<file path="src/hw/on_off_pkg.sv">
package on_off_pkg;
  // command codes
  localparam logic [7:0] CODE_OPERATION   = 8'h01;
  localparam logic [7:0] CODE_ON_OFF_CFG  = 8'h02;
  localparam logic [7:0] CODE_CLEAR_FAULT = 8'h03;
  localparam logic [7:0] CODE_RESTORE_DEF = 8'h12;
  localparam logic [7:0] CODE_STORE_USER  = 8'h15;
  localparam logic [7:0] CODE_RESTORE_USR = 8'h16;
  // operation field positions
  localparam int OP_EN_HI  = 7;
  localparam int OP_EN_LO  = 6;
  localparam int OP_MG_HI  = 5;
  localparam int OP_MG_LO  = 4;
  localparam int OP_ACT_HI = 3;
  localparam int OP_ACT_LO = 2;
  // operation field encodings
  localparam logic [1:0] EN_IMM_OFF  = 2'h0;
  localparam logic [1:0] EN_SOFT_OFF = 2'h1;
  localparam logic [1:0] EN_RUN      = 2'h2;
  localparam logic [1:0] MG_NOMINAL  = 2'h0;
  localparam logic [1:0] MG_LOW      = 2'h1;
  localparam logic [1:0] MG_HIGH     = 2'h2;
  localparam logic [1:0] ACT_IGNORE  = 2'h1;
  localparam logic [1:0] ACT_HANDLE  = 2'h2;
  // on/off configuration bit positions
  localparam int CFG_POWERUP  = 4;
  localparam int CFG_BUS_MODE = 3;
  localparam int CFG_PIN_MODE = 2;
  localparam int CFG_PIN_POL  = 1;
  localparam int CFG_PIN_IMM  = 0;
  // factory default store contents; read data reset value
  localparam logic [7:0] DEF_OPERATION = 8'h48;
  localparam logic [7:0] DEF_ON_OFF    = 8'h1C;
  localparam logic [7:0] RESET_ZERO    = 8'h00;
  typedef enum logic [1:0]
  {
    ST_RESTORE = 2'b00,
    ST_OFF     = 2'b01,
    ST_ON      = 2'b10
  } run_state_t;
endpackage

</file>
<file path="src/hw/output_on_off_command_control.sv">
`timescale 1ns/10ps
`default_nettype none
module output_on_off_command_control
(
  input  wire logic       clock,
  input  wire logic       rst_n,
  input  wire logic       ctrl_pin,
  input  wire logic       cmd_valid,
  input  wire logic       cmd_write,
  input  wire logic [7:0] cmd_code,
  input  wire logic [7:0] cmd_data,
  output var  logic [7:0] rd_data,
  output var  logic       rd_valid,
  output var  logic       cmd_error,
  output var  logic       out_run,
  output var  logic       off_immediate,
  output var  logic       off_soft,
  output var  logic [1:0] margin_sel,
  output var  logic       fault_ignore,
  output var  logic       clear_faults
);

  logic [7:0] operation;
  logic [7:0] on_off_cfg;
  logic [7:0] user_op;
  logic [7:0] user_cfg;
  logic [1:0] dirty;
  on_off_pkg::run_state_t state;
  on_off_pkg::run_state_t next_state;
  logic pin_req;
  logic bus_req;
  logic run_req;
  logic off_imm_kind;
  logic wr_op;
  logic wr_cfg;
  logic do_store;
  logic do_rest_usr;
  logic do_rest_def;
  logic known;

  function automatic logic op_ok(input logic [7:0] v);
    logic [1:0] en;
    logic [1:0] mg;
    logic [1:0] act;
    en  = v[on_off_pkg::OP_EN_HI:on_off_pkg::OP_EN_LO];
    mg  = v[on_off_pkg::OP_MG_HI:on_off_pkg::OP_MG_LO];
    act = v[on_off_pkg::OP_ACT_HI:on_off_pkg::OP_ACT_LO];
    op_ok = (en != 2'h3) && (mg != 2'h3) &&
            (act == on_off_pkg::ACT_IGNORE ||
             act == on_off_pkg::ACT_HANDLE);
  endfunction

  function automatic logic is_cmd(input logic [7:0] c, input logic [7:0] k);
    is_cmd = cmd_valid && cmd_write && (c == k);
  endfunction

  ////////////////////////////////////////////////////////////////////////////
  // command decode
  assign wr_op       = is_cmd(cmd_code, on_off_pkg::CODE_OPERATION) &&
                       op_ok(cmd_data);
  assign wr_cfg      = is_cmd(cmd_code, on_off_pkg::CODE_ON_OFF_CFG);
  assign do_store    = is_cmd(cmd_code, on_off_pkg::CODE_STORE_USER);
  assign do_rest_usr = is_cmd(cmd_code, on_off_pkg::CODE_RESTORE_USR) ||
                       (state == on_off_pkg::ST_RESTORE);
  assign do_rest_def = is_cmd(cmd_code, on_off_pkg::CODE_RESTORE_DEF);
  assign known = (cmd_code == on_off_pkg::CODE_OPERATION) ||
                 (cmd_code == on_off_pkg::CODE_ON_OFF_CFG) ||
                 (cmd_write && (cmd_code == on_off_pkg::CODE_CLEAR_FAULT ||
                                cmd_code == on_off_pkg::CODE_RESTORE_DEF ||
                                cmd_code == on_off_pkg::CODE_STORE_USER ||
                                cmd_code == on_off_pkg::CODE_RESTORE_USR));

  ////////////////////////////////////////////////////////////////////////////
  // live configuration; a restore outranks a same-cycle write

  always_ff @(posedge clock or negedge rst_n)
  begin
    if (!rst_n)
    begin
      operation  <= on_off_pkg::DEF_OPERATION;
      on_off_cfg <= on_off_pkg::DEF_ON_OFF;
    end
    else if (do_rest_def)
    begin
      operation  <= on_off_pkg::DEF_OPERATION;
      on_off_cfg <= on_off_pkg::DEF_ON_OFF;
    end
    else if (do_rest_usr)
    begin
      operation  <= user_op;
      on_off_cfg <= user_cfg;
    end
    else
    begin
      if (wr_op)
        operation <= cmd_data;
      if (wr_cfg)
        on_off_cfg <= cmd_data;
    end
  end

  // only registers written since the last restore or store are saved
  always_ff @(posedge clock or negedge rst_n)
  begin
    if (!rst_n)
      dirty <= 2'h0;
    else if (do_rest_def || do_rest_usr || do_store)
      dirty <= 2'h0;
    else
      dirty <= dirty | {wr_cfg, wr_op};
  end

  // user store is volatile here; it starts at factory values
  always_ff @(posedge clock or negedge rst_n)
  begin
    if (!rst_n)
    begin
      user_op  <= on_off_pkg::DEF_OPERATION;
      user_cfg <= on_off_pkg::DEF_ON_OFF;
    end
    else if (do_store)
    begin
      if (dirty[0])
        user_op <= operation;
      if (dirty[1])
        user_cfg <= on_off_cfg;
    end
  end

  ////////////////////////////////////////////////////////////////////////////
  // read back and command status
  always_ff @(posedge clock or negedge rst_n)
  begin
    if (!rst_n)
    begin
      rd_data   <= on_off_pkg::RESET_ZERO;
      rd_valid  <= 1'b0;
      cmd_error <= 1'b0;
    end
    else
    begin
      rd_valid  <= cmd_valid && !cmd_write && known;
      cmd_error <= cmd_valid && (!known ||
                   (cmd_write && cmd_code == on_off_pkg::CODE_OPERATION &&
                    !op_ok(cmd_data)));
      if (cmd_valid && !cmd_write && cmd_code == on_off_pkg::CODE_OPERATION)
        rd_data <= operation;
      else if (cmd_valid && !cmd_write && known)
        rd_data <= on_off_cfg;
      else
        rd_data <= on_off_pkg::RESET_ZERO;
    end
  end

  always_ff @(posedge clock or negedge rst_n)
  begin
    if (!rst_n)
      clear_faults <= 1'b0;
    else
      clear_faults <= is_cmd(cmd_code, on_off_pkg::CODE_CLEAR_FAULT);
  end

  ////////////////////////////////////////////////////////////////////////////
  // run decision
  assign pin_req = !on_off_cfg[on_off_pkg::CFG_PIN_MODE] ||
                   (ctrl_pin ^ on_off_cfg[on_off_pkg::CFG_PIN_POL]);
  assign bus_req = !on_off_cfg[on_off_pkg::CFG_BUS_MODE] ||
                   (operation[on_off_pkg::OP_EN_HI:on_off_pkg::OP_EN_LO] ==
                    on_off_pkg::EN_RUN);
  assign run_req = !on_off_cfg[on_off_pkg::CFG_POWERUP] ||
                   (pin_req && bus_req);
  // a bus order for immediate off or a pin with fast action wins over soft
  assign off_imm_kind =
    (!bus_req && operation[on_off_pkg::OP_EN_HI:on_off_pkg::OP_EN_LO] ==
     on_off_pkg::EN_IMM_OFF) ||
    (!pin_req && on_off_cfg[on_off_pkg::CFG_PIN_IMM]);

  always_comb
  begin
    next_state = state;
    case (state)
      on_off_pkg::ST_RESTORE: next_state = on_off_pkg::ST_OFF;
      on_off_pkg::ST_OFF:
        if (run_req)
          next_state = on_off_pkg::ST_ON;
      on_off_pkg::ST_ON:
        if (!run_req)
          next_state = on_off_pkg::ST_OFF;
      default: next_state = on_off_pkg::ST_OFF;
    endcase
  end

  always_ff @(posedge clock or negedge rst_n)
  begin
    if (!rst_n)
    begin
      state         <= on_off_pkg::ST_RESTORE;
      out_run       <= 1'b0;
      off_immediate <= 1'b0;
      off_soft      <= 1'b0;
    end
    else
    begin
      state         <= next_state;
      out_run       <= next_state == on_off_pkg::ST_ON;
      off_immediate <= (state == on_off_pkg::ST_ON) && !run_req &&
                       off_imm_kind;
      off_soft      <= (state == on_off_pkg::ST_ON) && !run_req &&
                       !off_imm_kind;
    end
  end

  always_ff @(posedge clock or negedge rst_n)
  begin
    if (!rst_n)
    begin
      margin_sel   <= on_off_pkg::MG_NOMINAL;
      fault_ignore <= 1'b0;
    end
    else
    begin
      margin_sel   <= operation[on_off_pkg::OP_MG_HI:on_off_pkg::OP_MG_LO];
      fault_ignore <=
        (operation[on_off_pkg::OP_MG_HI:on_off_pkg::OP_MG_LO] !=
         on_off_pkg::MG_NOMINAL) &&
        (operation[on_off_pkg::OP_ACT_HI:on_off_pkg::OP_ACT_LO] ==
         on_off_pkg::ACT_IGNORE);
    end
  end

  ////////////////////////////////////////////////////////////////////////////
  // checks
  property p_always_on;
    @(posedge clock) disable iff (!rst_n)
    (state != on_off_pkg::ST_RESTORE) &&
    !on_off_cfg[on_off_pkg::CFG_POWERUP] |=> out_run;
  endproperty
  a_always_on: assert property (p_always_on)
    else $error("unit not running with powerup bit clear");

  property p_pin_gate;
    @(posedge clock) disable iff (!rst_n)
    on_off_cfg[on_off_pkg::CFG_POWERUP] && on_off_cfg[on_off_pkg::CFG_PIN_MODE]
    && (ctrl_pin == on_off_cfg[on_off_pkg::CFG_PIN_POL]) |=> !out_run;
  endproperty
  a_pin_gate: assert property (p_pin_gate)
    else $error("ran with control pin deasserted");

  property p_bus_gate;
    @(posedge clock) disable iff (!rst_n)
    on_off_cfg[on_off_pkg::CFG_POWERUP] && on_off_cfg[on_off_pkg::CFG_BUS_MODE]
    && operation[7:6] != on_off_pkg::EN_RUN |=> !out_run;
  endproperty
  a_bus_gate: assert property (p_bus_gate)
    else $error("ran without bus run order");

  property p_bus_ignored;
    @(posedge clock) disable iff (!rst_n)
    (state != on_off_pkg::ST_RESTORE) && on_off_cfg[4:2] == 3'h4 |=> out_run;
  endproperty
  a_bus_ignored: assert property (p_bus_ignored)
    else $error("bus order honoured while bus mode off");

  property p_imm_off;
    @(posedge clock) disable iff (!rst_n)
    out_run && on_off_cfg[4:3] == 2'h3 &&
    operation[7:6] == on_off_pkg::EN_IMM_OFF |=> off_immediate && !out_run;
  endproperty
  a_imm_off: assert property (p_imm_off)
    else $error("immediate off not taken");

  property p_soft_off;
    @(posedge clock) disable iff (!rst_n)
    out_run && on_off_cfg[4:2] == 3'h6 &&
    operation[7:6] == on_off_pkg::EN_SOFT_OFF |=> off_soft && !off_immediate;
  endproperty
  a_soft_off: assert property (p_soft_off)
    else $error("soft off not taken");

  // back-to-back clears are legal, so the pulse may only stay up for a
  // fresh command one cycle later
  property p_clear;
    @(posedge clock) disable iff (!rst_n)
    cmd_valid && cmd_write && cmd_code == on_off_pkg::CODE_CLEAR_FAULT |=>
    clear_faults ##1
    (clear_faults == ($past(cmd_valid) && $past(cmd_write) &&
                      $past(cmd_code) == on_off_pkg::CODE_CLEAR_FAULT));
  endproperty
  a_clear: assert property (p_clear)
    else $error("clear faults pulse wrong");
  property p_invalid;
    @(posedge clock) disable iff (!rst_n)
    cmd_valid && cmd_write && cmd_code == on_off_pkg::CODE_OPERATION &&
    !op_ok(cmd_data) && !do_rest_usr |=> $stable(operation) && cmd_error;
  endproperty
  a_invalid: assert property (p_invalid)
    else $error("invalid operation value accepted");
  property p_powerup_restore;
    @(posedge clock) disable iff (!rst_n)
    state == on_off_pkg::ST_RESTORE |=> operation == $past(user_op) &&
    state == on_off_pkg::ST_OFF;
  endproperty
  a_powerup_restore: assert property (p_powerup_restore)
    else $error("power-up restore missing");
  property p_margin_faults;
    @(posedge clock) disable iff (!rst_n)
    fault_ignore |-> margin_sel != on_off_pkg::MG_NOMINAL;
  endproperty
  a_margin_faults: assert property (p_margin_faults)
    else $error("faults ignored at nominal");

  c_run: cover property (@(posedge clock) disable iff (!rst_n) $rose(out_run));
  c_imm: cover property (@(posedge clock) disable iff (!rst_n) off_immediate);
  c_soft: cover property (@(posedge clock) disable iff (!rst_n) off_soft);
  c_store: cover property (@(posedge clock) disable iff (!rst_n)
    do_store && dirty != 2'h0);
endmodule
`default_nettype wire
</file>
<file path="config.mk">
export PLATFORM = sky130hd
export DESIGN_NAME = output_on_off_command_control
export DESIGN_NICKNAME = d
export VERILOG_FILES = /design/src/hw/on_off_pkg.sv /design/src/hw/output_on_off_command_control.sv
export SDC_FILE = /design/constraint.sdc
export NUM_CORES = 1
export LEC_CHECK = 0
export ABC_CLOCK_PERIOD_IN_PS = 2600
export BUFFER_PORTS_ARGS = -buffer_cell sky130_fd_sc_hd__buf_4
export CORE_ASPECT_RATIO = 1.75
export CORE_MARGIN = 2
export CORE_UTILIZATION = 47
export CTS_CLUSTER_SIZE = 14
export DETAILED_ROUTE_END_ITERATION = 12
export GPL_TIMING_DRIVEN = 1
export PLACE_DENSITY = 0.67
export SLEW_MARGIN = 20
export SYNTH_ARGS = -nofsm -noshare
export SYNTH_HDL_FRONTEND = slang
export SYNTH_SLANG_ARGS = --single-unit
export TNS_END_PERCENT = 100
</file>
<file path="constraint.sdc">
create_clock -name clock -period 2.6 [get_ports clock]
set_input_delay 0.13 -clock clock [delete_from_list [all_inputs] [get_ports clock]]
set_output_delay 0.13 -clock clock [all_outputs]
set_load 0.01 [all_outputs]
</file>
# Yosys cells after proc, flatten, opt, wreduce, memory -nomap -nowiden
# Index checks and enable logic that the tools add are counted.
totals:
  regBits: 53
  in_bits: 21
  out_inout_bits: 17
  word_cells: 99
classes:
  n_eq_ne: 15
  mux: 12
  n_bitwise: 2
  n_reduce_logical: 55
op_table:
  columns: ["op", "count"]
  rows:
  - ["8-bit 2-to-1 mux", 8]
  - ["8-bit by 5-bit == test with 1-bit output (second input constant)", 3]
  - ["1-bit logical AND", 24]
  - ["8-bit by 2-bit == test with 1-bit output (second input constant)", 2]
  - ["1-bit logical OR", 14]
  - ["1-bit zero test", 10]
  - ["2-bit == test (second input constant)", 4]
  - ["8-bit by 1-bit == test with 1-bit output (second input constant)", 1]
  - ["2-bit by 1-bit == test with 1-bit output (second input constant)", 3]
  - ["2-bit 2-to-1 mux", 3]
  - ["3-bit nonzero test", 2]
  - ["2-bit zero test", 2]
  - ["2-bit inequality test (second input constant)", 2]
  - ["2-bit one-hot mux with 2 select lines", 1]
  - ["2-bit AND reduction", 2]
  - ["2-bit OR", 1]
  - ["2-bit nonzero test", 1]
  - ["1-bit bitwise XOR", 1]

# Depth between registers and ports, before layout
# Gate-level depths: netlist of the first run.
logic_depth:
  word_depth: 9
  depth_mapped: 6
  depth_no_buf: 6

# Worst setup path before layout of the first run
# OpenSTA, ideal clock, no wires.
synth_path:
  path_kind: "input -> register"
  from: "input port cmd_code[3]"
  to: "register operation[0]"
  setup_ns: 0.141
  arrival_time_ns: 1.473
  required_time_ns: 2.459
  path_slack_ns: 0.986
  stages: 5
  n_path_buf: 1
  path_cell_list: "or4_4 > or4_1 > buf_2 > o21ai_0 > a31oi_1"
synth_between:
  elab_chain_cells: 5
  elab_cells_between_ends: 11
  cone_classes: "eq/ne (3); mux (2); reduce/logical (6)"
synth_rtl:
  columns: ["element", "line", "text"]
  rows:
  - ["from (decl)", "output_on_off_command_control.sv:10", "input wire logic [7:0] cmd_code,"]
  - ["8-bit by 5-bit == test with 1-bit output", "output_on_off_command_control.sv:54", "is_cmd = cmd_valid && cmd_write && (c == k);"]
  - ["1-bit logical AND", "output_on_off_command_control.sv:54", null]
  - ["1-bit logical OR", "output_on_off_command_control.sv:63", "assign do_rest_usr = is_cmd(cmd_code, on_off_pkg::CODE_RESTORE_USR) ||"]
  - ["8-bit 2-to-1 mux", "output_on_off_command_control.sv:88", "else if (do_rest_usr)"]
  - ["8-bit 2-to-1 mux", "output_on_off_command_control.sv:83", "else if (do_rest_def)"]
  - ["to (signal assigned)", "output_on_off_command_control.sv:85", "operation <= on_off_pkg::DEF_OPERATION;"]
  - ["to (signal assigned)", "output_on_off_command_control.sv:90", "operation <= user_op;"]
  - ["to (signal assigned)", "output_on_off_command_control.sv:96", "operation <= cmd_data;"]
  - ["to (decl)", "output_on_off_command_control.sv:23", "logic [7:0] operation;"]
# Parallel ways exist; a longest one is shown, timed or not.
# A chain may end at the register's enable or synchronous reset.

# Worst setup path in the final report of the first run
layout_path:
  from: "input port cmd_code[3]"
  to: "register operation[1]"
# The elaborated chain is that of the path after synthesis.

==> results of run 1 <==
## registers in the layout (all words and copies together) (netlist names)
| register | cells |
|---|---|
| off_soft | 1 |
| out_run | 1 |
| cmd_error | 1 |
| margin_sel | 2 |
| dirty | 2 |
| rd_data | 8 |
| clear_faults | 1 |
| on_off_cfg | 8 |
| rd_valid | 1 |
| off_immediate | 1 |
| fault_ignore | 1 |
| state | 2 |
| user_op | 8 |
| user_cfg | 8 |
| operation | 8 |
## worst max-delay path, delay by kind of cell
family	cells	cell delay, ns
compound gates	2	0.23
buf+inv	1	0.11
simple gates	2	1.33
## cells by family (layout without fill, tap and decap cells)
kind of cell             count (synthesis)  count (layout)
AO/OA/AOI/OAI                           68              68
XOR/XNOR                                 2               2
adder cells (fa/ha/maj)                  3               3
buffers and inverters                   14              53
flip-flops                              53              53
multiplexers                            24              24
AND/OR/NAND/NOR                         55              55
## final cells by class
| class | count | area share, % |
|---|---|---|
| well taps | 55 | 2.36 |
| clock buffers | 7 | 2.61 |
| repair buffers | 40 | 10.4 |
| flip-flops and latches | 53 | 45.9 |
| inverters | 5 | 0.643 |
| clock inverters | 1 | 0.257 |
| multi-input cells | 152 | 37.9 |
## layer usage
| metal | GRT usage (%) | vias up | share of wire, % |
|---|---|---|---|
| met4 | 7.52 | 0 | 2.2 |
| met5 | 0 | - | 0 |
| met1 | 26.7 | 960 | 40 |
| met3 | 2.71 | 10 | 3.1 |
| met2 | 37.1 | 45 | 55 |
| li1 | - | 900 | - |
## cell usage in the layout (no fill, tap or decap), types with 2 or more instances in the layout
master                     netlist  final
sky130_fd_sc_hd__nor4_2          2      2
sky130_fd_sc_hd__a21oi_1        13     13
sky130_fd_sc_hd__dfstp_2        10     10
sky130_fd_sc_hd__nor3_1          7      7
sky130_fd_sc_hd__nor2_1          4      4
sky130_fd_sc_hd__buf_4           0     39
sky130_fd_sc_hd__clkbuf_1        7      2
sky130_fd_sc_hd__and2_1          2      2
sky130_fd_sc_hd__nor3b_1         2      2
sky130_fd_sc_hd__mux2_2         16     16
sky130_fd_sc_hd__inv_1           5      5
sky130_fd_sc_hd__ha_1            3      3
sky130_fd_sc_hd__clkbuf_8        0      5
sky130_fd_sc_hd__nor2b_1         3      3
sky130_fd_sc_hd__nor3_2          2      2
sky130_fd_sc_hd__a21boi_0        4      4
sky130_fd_sc_hd__nand3_1        10     10
sky130_fd_sc_hd__o21ai_1         4      4
sky130_fd_sc_hd__nand2b_1        4      4
sky130_fd_sc_hd__a22oi_1         2      2
sky130_fd_sc_hd__o211ai_1        2      2
sky130_fd_sc_hd__a31oi_1         8      8
sky130_fd_sc_hd__a21o_1          2      2
sky130_fd_sc_hd__a22o_1          9      9
sky130_fd_sc_hd__mux2i_1         8      8
sky130_fd_sc_hd__nand2_1         5      5
sky130_fd_sc_hd__nand4_2         2      2
sky130_fd_sc_hd__xnor2_1         2      2
sky130_fd_sc_hd__o21ai_0        19     19
sky130_fd_sc_hd__dfrtp_1        43     43
sky130_fd_sc_hd__nand4_1         2      2
## worst paths after layout
path / start / end / slack [ns]
worst min-delay path: cmd_write / rd_valid / 0.09
worst max register to register: state[1] / operation[1] / 0.98
max in group asynchronous: rst_n / rd_data[0] / 1.76
worst min register to register: operation[5] / margin_sel[1] / 0.48
worst max-delay path: cmd_code[3] / operation[1] / 0.97
min in group asynchronous: rst_n / rd_valid / 0.38
## where the power goes
group,internal [uW],total (uW),switching (uW)
clock network,191,453,262
registers,1030,1220,187
logic,316,708,391
## stage by stage
stage | total power (uW) | instance area (um^2) | hold WS [ns] | worst slack [ns]
CTS | 2390 | 2920 | 0.0943 | 0.972
finish | 2380 | 2920 | 0.0885 | 0.969
floorplan | 1650 | 2490 | -0.166 | 0.986
global placement | 1920 | 2830 | 0.211 | 0.666
detailed placement | 1940 | 2830 | 0.208 | 0.669
global route | 2540 | 2920 | 0.0946 | 0.841
## repair_timing
| action | 4_1_cts | 5_1_grt |
|---|---|---|
| hold buffers | 1 | 0 |
| hold endpoints to repair | 43 | 0 |
| gates resized for setup | 0 | 0 |
==> results.toml, run 1 <==
[final_layout]
finish.net_count = 281
n_antenna_cell = 0
multiInputGateArea_um2 = 1110
seqCellArea_um2 = 1340
final-instance-count-excl-fill = 313
syn_to_final_growth_pct = 17.1
drive_above_1_share_pct = 31.8
num-fill-cells = 471
final_core_utilization_pct = 56.0

[worst_setup_path]
critPathMaxFanout = 11
worst-endpoint-arrival_ns = 1.81
worst_setup_path_end_kind = "flip-flop"
timing.critical_path.cells = "buf_4, or4_4, or4_1, o21ai_0, a31oi_1"
critical_path.slowest_cell = "sky130_fd_sc_hd__or4_1"
path_class = "input port to flip-flop"
crit_path_max_incr_delay_ns = 0.76
critical_path_start_type = "input port"
worst_r2r_path_depth = 6
required_time_reported_for_the_critical_path_endpoint_ns = 2.77

[synthesis]
synth_compound_gate_area_share_pct = 17.0
synth_warnings = 0
synthMuxAreaShare_pct = 10.4
netlist-cell-type-count = 45
async_reset_ff_share_pct = 100
synthDominantAreaCellType = "sky130_fd_sc_hd__dfrtp_1"
synth_ff_type = "sky130_fd_sc_hd__dfrtp_1"
synth.yosys.seq_area_share_pct = 53.7
synthCells = 219
adder_and_majority_cell_fraction_of_the_synthesized_area_pct = 1.51
synth-edff-count = 0
synth-seq-cells = 53
synth_top_family_by_area = "compound AO/OA/AOI/OAI gates"
postSynthNetCount = 243
synth.most_common_cell = "sky130_fd_sc_hd__dfrtp_1"
syn-cell-area_um2 = 2490
synth-simple-area-share_pct = 14.4
yosys-top-cells-area = "sky130_fd_sc_hd__dfrtp_1, sky130_fd_sc_hd__dfstp_2, sky130_fd_sc_hd__mux2_2"
post_synth_xor_area_fraction_pct = 0.703
synthesis.area_per_instance_um2 = 11.4
synthDominantCellAreaShare_pct = 43.2
synth_top_cells_by_count = "sky130_fd_sc_hd__dfrtp_1, sky130_fd_sc_hd__o21ai_0, sky130_fd_sc_hd__mux2_2"

[placement]
routability_cong = 0.830
placed_cells_incl_taps = 304
dp.final_hpwl_um = 4160
portBuffers = 37

[outcome]
run_status = "finished clean"

[clocking]
clk_pin_slew_ns = 0.09
clock_path_buffers = 2
ctsRootBufferMaster = "sky130_fd_sc_hd__clkbuf_8"
worst_skew_pair.late_latency_ns = 0.31
cts_buffers = 5
numClockSinks = 53
post-cts-setup-buffer-count = 0
cts_tree = "built"
cts_htree_levels = 2

[die]
initial_core_util_pct = 47.8
die_area_um2 = 5920
die-width_um = 59.0
die_y_um = 100
boundaryPins = 38
design.core.area_um2 = 5210
row_count = 35

[routing]
first_pass_iters = 4
detail_route.drc_violations = 0
vias_per_cell = 6.12
route.antenna.remaining_nets = 0
detail_route.wirelength_um = 5830
route.detailed.wl_per_inst_um = 18.6
num_vias = 1915
drt-initial-drc-count = 121

[flow_run]
maxCapViolations = 0

[timing]
period_needed_ns = 1.63
setup_viol = 0
rsz0062_at_grt = "no"
min_period_over_period_pct = 62.7
totalNegativeSetupSlack_ns = 0
final-max-slew-violation-count = 0
timing.fmax_ghz = 0.613
final_hold_viol_count = 0
timing.max_slew.rel_slack_pct = 52.2
worst-slew-pin-transition_ns = 0.713
fin_skew_ns = 0.00708

[grt]
overflow = 0
wire_length_of_the_first_global_routing_pass_um = 9320
grt_antenna_before_repair = 0
first_global_vias = 1817
track_usage_pct = 21.4
grt_start_max_net_pins = 54

[pwr]
vdd_ir_drop_max_mv = 0.466
power_density_nw_per_um2 = 814
leakage_power_figure_uw = 0.00137

[worst_hold_path]
min_path_cells = 2
min-delay-path-class = "input port to flip-flop"
Note: power is estimated with default switching activity, not from simulation.
==> run 2: changes to the inputs <==
- ABC_CLOCK_PERIOD_IN_PS: 2600 -> 1500
- PLACE_DENSITY: 0.67 -> 0.7
- clock period: 2.6 -> 1.5 ns (I/O delays scaled with it)
==> results.toml, run 2 (same netlist as run 1, synthesis figures left out) <==
[routing]
route.detailed.wl_per_inst_um = 17.1
first_pass_iters = 4
num_vias = 1912
vias_per_cell = 5.71
detail_route.wirelength_um = 5730
drt-initial-drc-count = 72
detail_route.drc_violations = 0
route.antenna.remaining_nets = 0

[die]
row_count = 35
initial_core_util_pct = 47.8
die_area_um2 = 5920
boundaryPins = 38
die-width_um = 59.0
die_y_um = 100
design.core.area_um2 = 5210

[clocking]
clk_pin_slew_ns = 0.09
worst_skew_pair.late_latency_ns = 0.30
ctsRootBufferMaster = "sky130_fd_sc_hd__clkbuf_8"
cts_htree_levels = 2
cts_tree = "built"
cts_buffers = 5
clock_path_buffers = 2
numClockSinks = 53

[final_layout]
commonest_non_fill_non_tap_cells_in_the_layout = "sky130_fd_sc_hd__buf_4, sky130_fd_sc_hd__dfrtp_1, sky130_fd_sc_hd__o21ai_0, sky130_fd_sc_hd__mux2_2, sky130_fd_sc_hd__a21oi_1"
stdcell_area_um2 = 3160
num-fill-cells = 436
drive_above_1_share_pct = 39.3
final-instance-count-excl-fill = 335
finish.net_count = 303
syn_to_final_growth_pct = 26.8
layout_commonest_cell = "sky130_fd_sc_hd__buf_4"
n_antenna_cell = 0

[pwr]
pwr-share-comb_pct = 36.3
pwr-share-seq_pct = 46.2
internal-power_uw = 2930
power.switching_fraction_pct = 34.6
clockPowerShare_pct = 17.5
power_density_nw_per_um2 = 1420
leakage_power_figure_uw = 0.00150
report.power.total_uw = 4480
vdd_ir_drop_max_mv = 1.10
p_sw_uw = 1550

[worst_setup_path]
critPathMaxFanout = 7
reg2reg_to = "operation[0]"
critical_path.slowest_cell = "sky130_fd_sc_hd__dfrtp_1"
required_time_reported_for_the_critical_path_endpoint_ns = 1.73
worst_setup_path_end_kind = "flip-flop"
critPathBufInv = 2
ff2ff_setup_slack_ns = 0.08
timing.critical_path.cells = "inv_2, ha_4, a41oi_4, clkbuf_16, o21ai_0, a31oi_1"
path_class = "flip-flop to flip-flop"
worst-endpoint-arrival_ns = 1.66
crit_path_max_incr_delay_ns = 0.38
critical_path_start_type = "flip-flop"
timing.critical_path.max_delay_family = "compound AO/OA/AOI/OAI gates"
worst_r2r_path_depth = 6
start_of_the_worst_register_to_register_path = "state[0]"

[flow_run]
maxCapViolations = 0

[timing]
min_period_over_period_pct = 95.0
fin_skew_ns = 0.00383
setup_viol = 0
period_needed_ns = 1.42
timing.max_slew.rel_slack_pct = 56.4
final-max-slew-violation-count = 0
final_hold_viol_count = 0
timing.fmax_ghz = 0.702
worst-slew-pin-transition_ns = 0.654
rsz0062_at_grt = "no"
finalHoldWorstSlack_ns = 0.0420
totalNegativeSetupSlack_ns = 0

[grt]
overflow = 0
track_usage_pct = 20.8
first_global_vias = 1926
wire_length_of_the_first_global_routing_pass_um = 9400
grt_antenna_before_repair = 0
grt_start_max_net_pins = 54

[worst_hold_path]
min-delay-start = "cmd_data[6]"
worstHoldEndpoint = "operation[6]"
min-delay-path-class = "input port to flip-flop"
min_path_cells = 3

[placement]
routability_cong = 0.825
placed_cells_incl_taps = 324
area_after_dpl_um2 = 2990
portBuffers = 37
dp.final_hpwl_um = 4120

[outcome]
run_status = "finished clean"
run 2: cell types whose count changed in the layout (fill, tap and decap cells not counted), sizes merged:
cell | previous run | this run
buf | 39 | 59
clkinv | 0 | 2
run 2: cell type report:
type	count	area [um^2]	share of cell area, %
multi-input cells	152	1130	35.8
clock inverters	3	17.5	0.554
repair buffers	62	515	16.3
inverters	5	18.8	0.594
well taps	55	68.8	2.18
clock buffers	5	68.8	2.18
flip-flops and latches	53	1340	42.4
run 2: routing by layer:
layer	vias to the layer above	wire length, um	global-route usage, %
li1	937	-	-
met1	936	2330	24.9
met2	35	3200	36.3
met3	4	134	3.35
met4	0	71	8.22
met5	-	0	0
run 2: repair_timing:
item | 4_1_cts | 5_1_grt
hold endpoints to repair | 43 | 0
hold buffers | 1 | 0
resized for setup | 0 | 6
buffers inserted | 0 | 0
endpoints found under the setup margin | 0 | 4
run 2: worst min-delay path, cell delays in order:
cell and delay [ns]:
sky130_fd_sc_hd__buf_4 0.13, sky130_fd_sc_hd__nand3_1 0.06, sky130_fd_sc_hd__a31oi_1 0.08
run 2: worst max-delay path by stage:
stage	from	end	depth (start not counted)
after floorplan	cmd_code[3]	user_cfg[0]	4
after global placement	cmd_code[3]	user_cfg[1]	5
after detailed placement	cmd_code[3]	user_cfg[1]	5
after CTS	state[0]	operation[2]	6
after global routing	state[0]	operation[7]	6
final	state[0]	operation[0]	6
run 2: power by group through the flow:
stage	clock network (uW)	logic (uW)	registers (uW)
after floorplan	0	843	2030
after global placement	0	1350	2070
after detailed placement	0	1390	2090
after CTS	800	1400	2060
after global routing	855	1820	2110
final	783	1630	2070
run 2: metrics by stage:
step                      setup WS [ns]  util, %
final                            0.0757     60.6
after global routing             0.0122     60.6
after CTS                        0.0766     59.2
after detailed placement         -0.213     57.3
after global placement           -0.201     57.3
after floorplan                -0.00172        -
==> run 3: changes to the inputs <==
- ABC_AREA: default -> 1
- PLACE_DENSITY: 0.7 -> 0.69
==> results.toml, run 3 <==
[timing]
timing.fmax_ghz = 0.714
timing.max_slew.rel_slack_pct = 56.4
rsz0062_at_grt = "yes"
worst-slew-pin-transition_ns = 0.653
fin_skew_ns = 0.00743
final-max-slew-violation-count = 0
layout_setup_ws_ns = 0.100
final_hold_viol_count = 0
setup_viol = 0
min_period_over_period_pct = 93.3
period_needed_ns = 1.40

[pwr]
internal-power_uw = 2900
p_sw_uw = 1590
pwr-share-comb_pct = 35.4
pwr-share-seq_pct = 42.3
report.power.total_uw = 4490
power.switching_fraction_pct = 35.4
vdd_ir_drop_max_mv = 0.902
power_density_nw_per_um2 = 1410
leakage_power_figure_uw = 0.00162
clockPowerShare_pct = 22.3

[placement]
placed_cells_incl_taps = 433
routability_cong = 0.850
area_after_dpl_um2 = 2990
pre_cts_ws_ns = -0.000370
portBuffers = 37
dp.final_hpwl_um = 4540

[synthesis]
yosys-top-cells-area = "sky130_fd_sc_hd__dfrtp_1, sky130_fd_sc_hd__nand2_1, sky130_fd_sc_hd__dfstp_2"
synthesis.area_per_instance_um2 = 8.15
synth_warnings = 0
netlist-cell-type-count = 27
async_reset_ff_share_pct = 100
synth.most_common_cell = "sky130_fd_sc_hd__nand2_1"
synth-seq-cells = 53
synth_top_cells_by_count = "sky130_fd_sc_hd__nand2_1, sky130_fd_sc_hd__dfrtp_1, sky130_fd_sc_hd__nand3_1"
synth_ff_type = "sky130_fd_sc_hd__dfrtp_1"
synth.yosys.seq_area_share_pct = 52.0
syn-cell-area_um2 = 2580
synthCells = 316
synthDominantAreaCellType = "sky130_fd_sc_hd__dfrtp_1"
postSynthNetCount = 340
synth-edff-count = 0
synthDominantCellAreaShare_pct = 41.8

[final_layout]
num-fill-cells = 497
seqCellArea_um2 = 1340
commonest_non_fill_non_tap_cells_in_the_layout = "sky130_fd_sc_hd__nand2_1, sky130_fd_sc_hd__buf_4, sky130_fd_sc_hd__dfrtp_1, sky130_fd_sc_hd__nand3_1, sky130_fd_sc_hd__inv_1"
syn_to_final_growth_pct = 23.6
layout_commonest_cell = "sky130_fd_sc_hd__nand2_1"
multiInputGateArea_um2 = 1070
drive_above_1_share_pct = 23.9
final_core_utilization_pct = 60.1
finish.net_count = 396
stdcell_area_um2 = 3180
n_antenna_cell = 0
final-instance-count-excl-fill = 447

[routing]
vias_per_cell = 5.02
drt-initial-drc-count = 90
route.antenna.remaining_nets = 0
route.detailed.wl_per_inst_um = 13.1
detail_route.wirelength_um = 5860
detail_route.drc_violations = 0
num_vias = 2246
first_pass_iters = 4

[grt]
grt_start_max_net_pins = 54
wire_length_of_the_first_global_routing_pass_um = 10100
overflow = 0
grt_antenna_before_repair = 0
first_global_vias = 2089
track_usage_pct = 21.7

[worst_setup_path]
reg2reg_to = "out_run"
worst-endpoint-arrival_ns = 1.64
worst_r2r_path_depth = 7
cp-endpoint = "dirty[0]"
required_time_reported_for_the_critical_path_endpoint_ns = 1.74
worst_setup_path_end_kind = "flip-flop"
critPathMaxFanout = 11
start_of_the_worst_register_to_register_path = "on_off_cfg[2]"
worstSetupStartpoint = "cmd_write"
critical_path_start_type = "input port"
path_class = "input port to flip-flop"
ff2ff_setup_slack_ns = 0.11

[clocking]
ctsRootBufferMaster = "sky130_fd_sc_hd__clkbuf_8"
worst_skew_pair.late_latency_ns = 0.31
clock_path_buffers = 2
numClockSinks = 53
cts_htree_levels = 2
clk_pin_slew_ns = 0.09
cts_buffers = 5
cts_tree = "built"

[die]
boundaryPins = 38
die_area_um2 = 6110
design.core.area_um2 = 5300
row_count = 35
die-width_um = 60.0
initial_core_util_pct = 48.6
die_y_um = 102

[outcome]
run_status = "finished clean"

[worst_hold_path]
min-delay-path-class = "input port to flip-flop"
min-delay-start = "cmd_code[3]"

[flow_run]
maxCapViolations = 0
-- run 3: cell types whose count changed in the layout (fill, tap and decap cells not counted), sizes merged, moves of 8 or more --
cell / delta
nand2: +100
nand3: +36
inv: +31
mux2: -16
nor2: +15
a22o: -9
a21oi: -8
a31oi: -8
mux2i: -8
-- run 3: worst max-delay path: stages --
cell,delay [ns]
sky130_fd_sc_hd__dlygate4sd3_1,0.54
sky130_fd_sc_hd__buf_4,0.16
sky130_fd_sc_hd__nand2_2,0.11
sky130_fd_sc_hd__inv_6,0.08
sky130_fd_sc_hd__nand3_4,0.10
sky130_fd_sc_hd__nand2_4,0.08
sky130_fd_sc_hd__a21oi_4,0.18
sky130_fd_sc_hd__buf_4,0.14
sky130_fd_sc_hd__nand2_1,0.06
sky130_fd_sc_hd__a21oi_1,0.11
-- run 3: logic make-up (layout without fill, tap and decap cells) --
family / count (synthesis) / after routing / synth area share [%]
and+or+nand+nor: 184 / 184 / 32.4
DFF: 53 / 53 / 52.0
buffers and inverters: 42 / 98 / 6.99
AOI/OAI and AO/OA: 34 / 35 / 7.19
adders and majority gates: 3 / 3 / 1.46
-- run 3: routing by layer --
| metal | global-route usage, % | part of all wire [%] | wire length, um | vias up |
|---|---|---|---|---|
| met5 | 0 | 0 | 0 | - |
| met4 | 8.55 | 2.6 | 155 | 0 |
| met3 | 3.04 | 3.1 | 181 | 10 |
| met2 | 37.9 | 54 | 3180 | 58 |
| met1 | 26.4 | 40 | 2340 | 1047 |
| li1 | - | - | - | 1131 |
-- run 3: power by group through the flow --
stage | registers, uW | clock network [uW] | logic, uW
finish | 1900 | 1000 | 1590
global route | 1930 | 1080 | 1800
CTS | 1900 | 1020 | 1470
detailed placement | 1930 | 0 | 1450
global placement | 1920 | 0 | 1430
floorplan | 1890 | 0 | 962
-- run 3: how the worst min path moves through the flow --
stage | end | cells after the start
2_1_floorplan | clear_faults | 0
3_3_place_gp | dirty[0] | 1
3_5_place_dp | dirty[0] | 1
4_1_cts | clear_faults | 4
5_1_grt | cmd_error | 3
6_report | clear_faults | 4
-- run 3: through the flow --
step	hold WS (ns)	setup TNS, ns
2_1_floorplan	-0.221	0
3_3_place_gp	0.147	0
4_1_cts	0.0537	0
3_5_place_dp	0.151	-0.000370
6_report	0.0551	0
5_1_grt	0.0690	-0.00246
-- run 3: repair_timing --
action | in CTS | in global routing
hold endpoints to repair | 44 | 0
gates resized for setup | 0 | 9
setup buffers | 0 | 3
hold buffers | 2 | 0
setup endpoints to repair | 0 | 18
-- run 3: area by class of cell --
cell class	count	area share, %
well taps	74	2.91
clock buffers	6	2.59
multi-input cells	222	33.6
inverters	36	4.40
clock inverters	2	1.18
flip-flops and latches	53	42.0
repair buffers	54	13.2
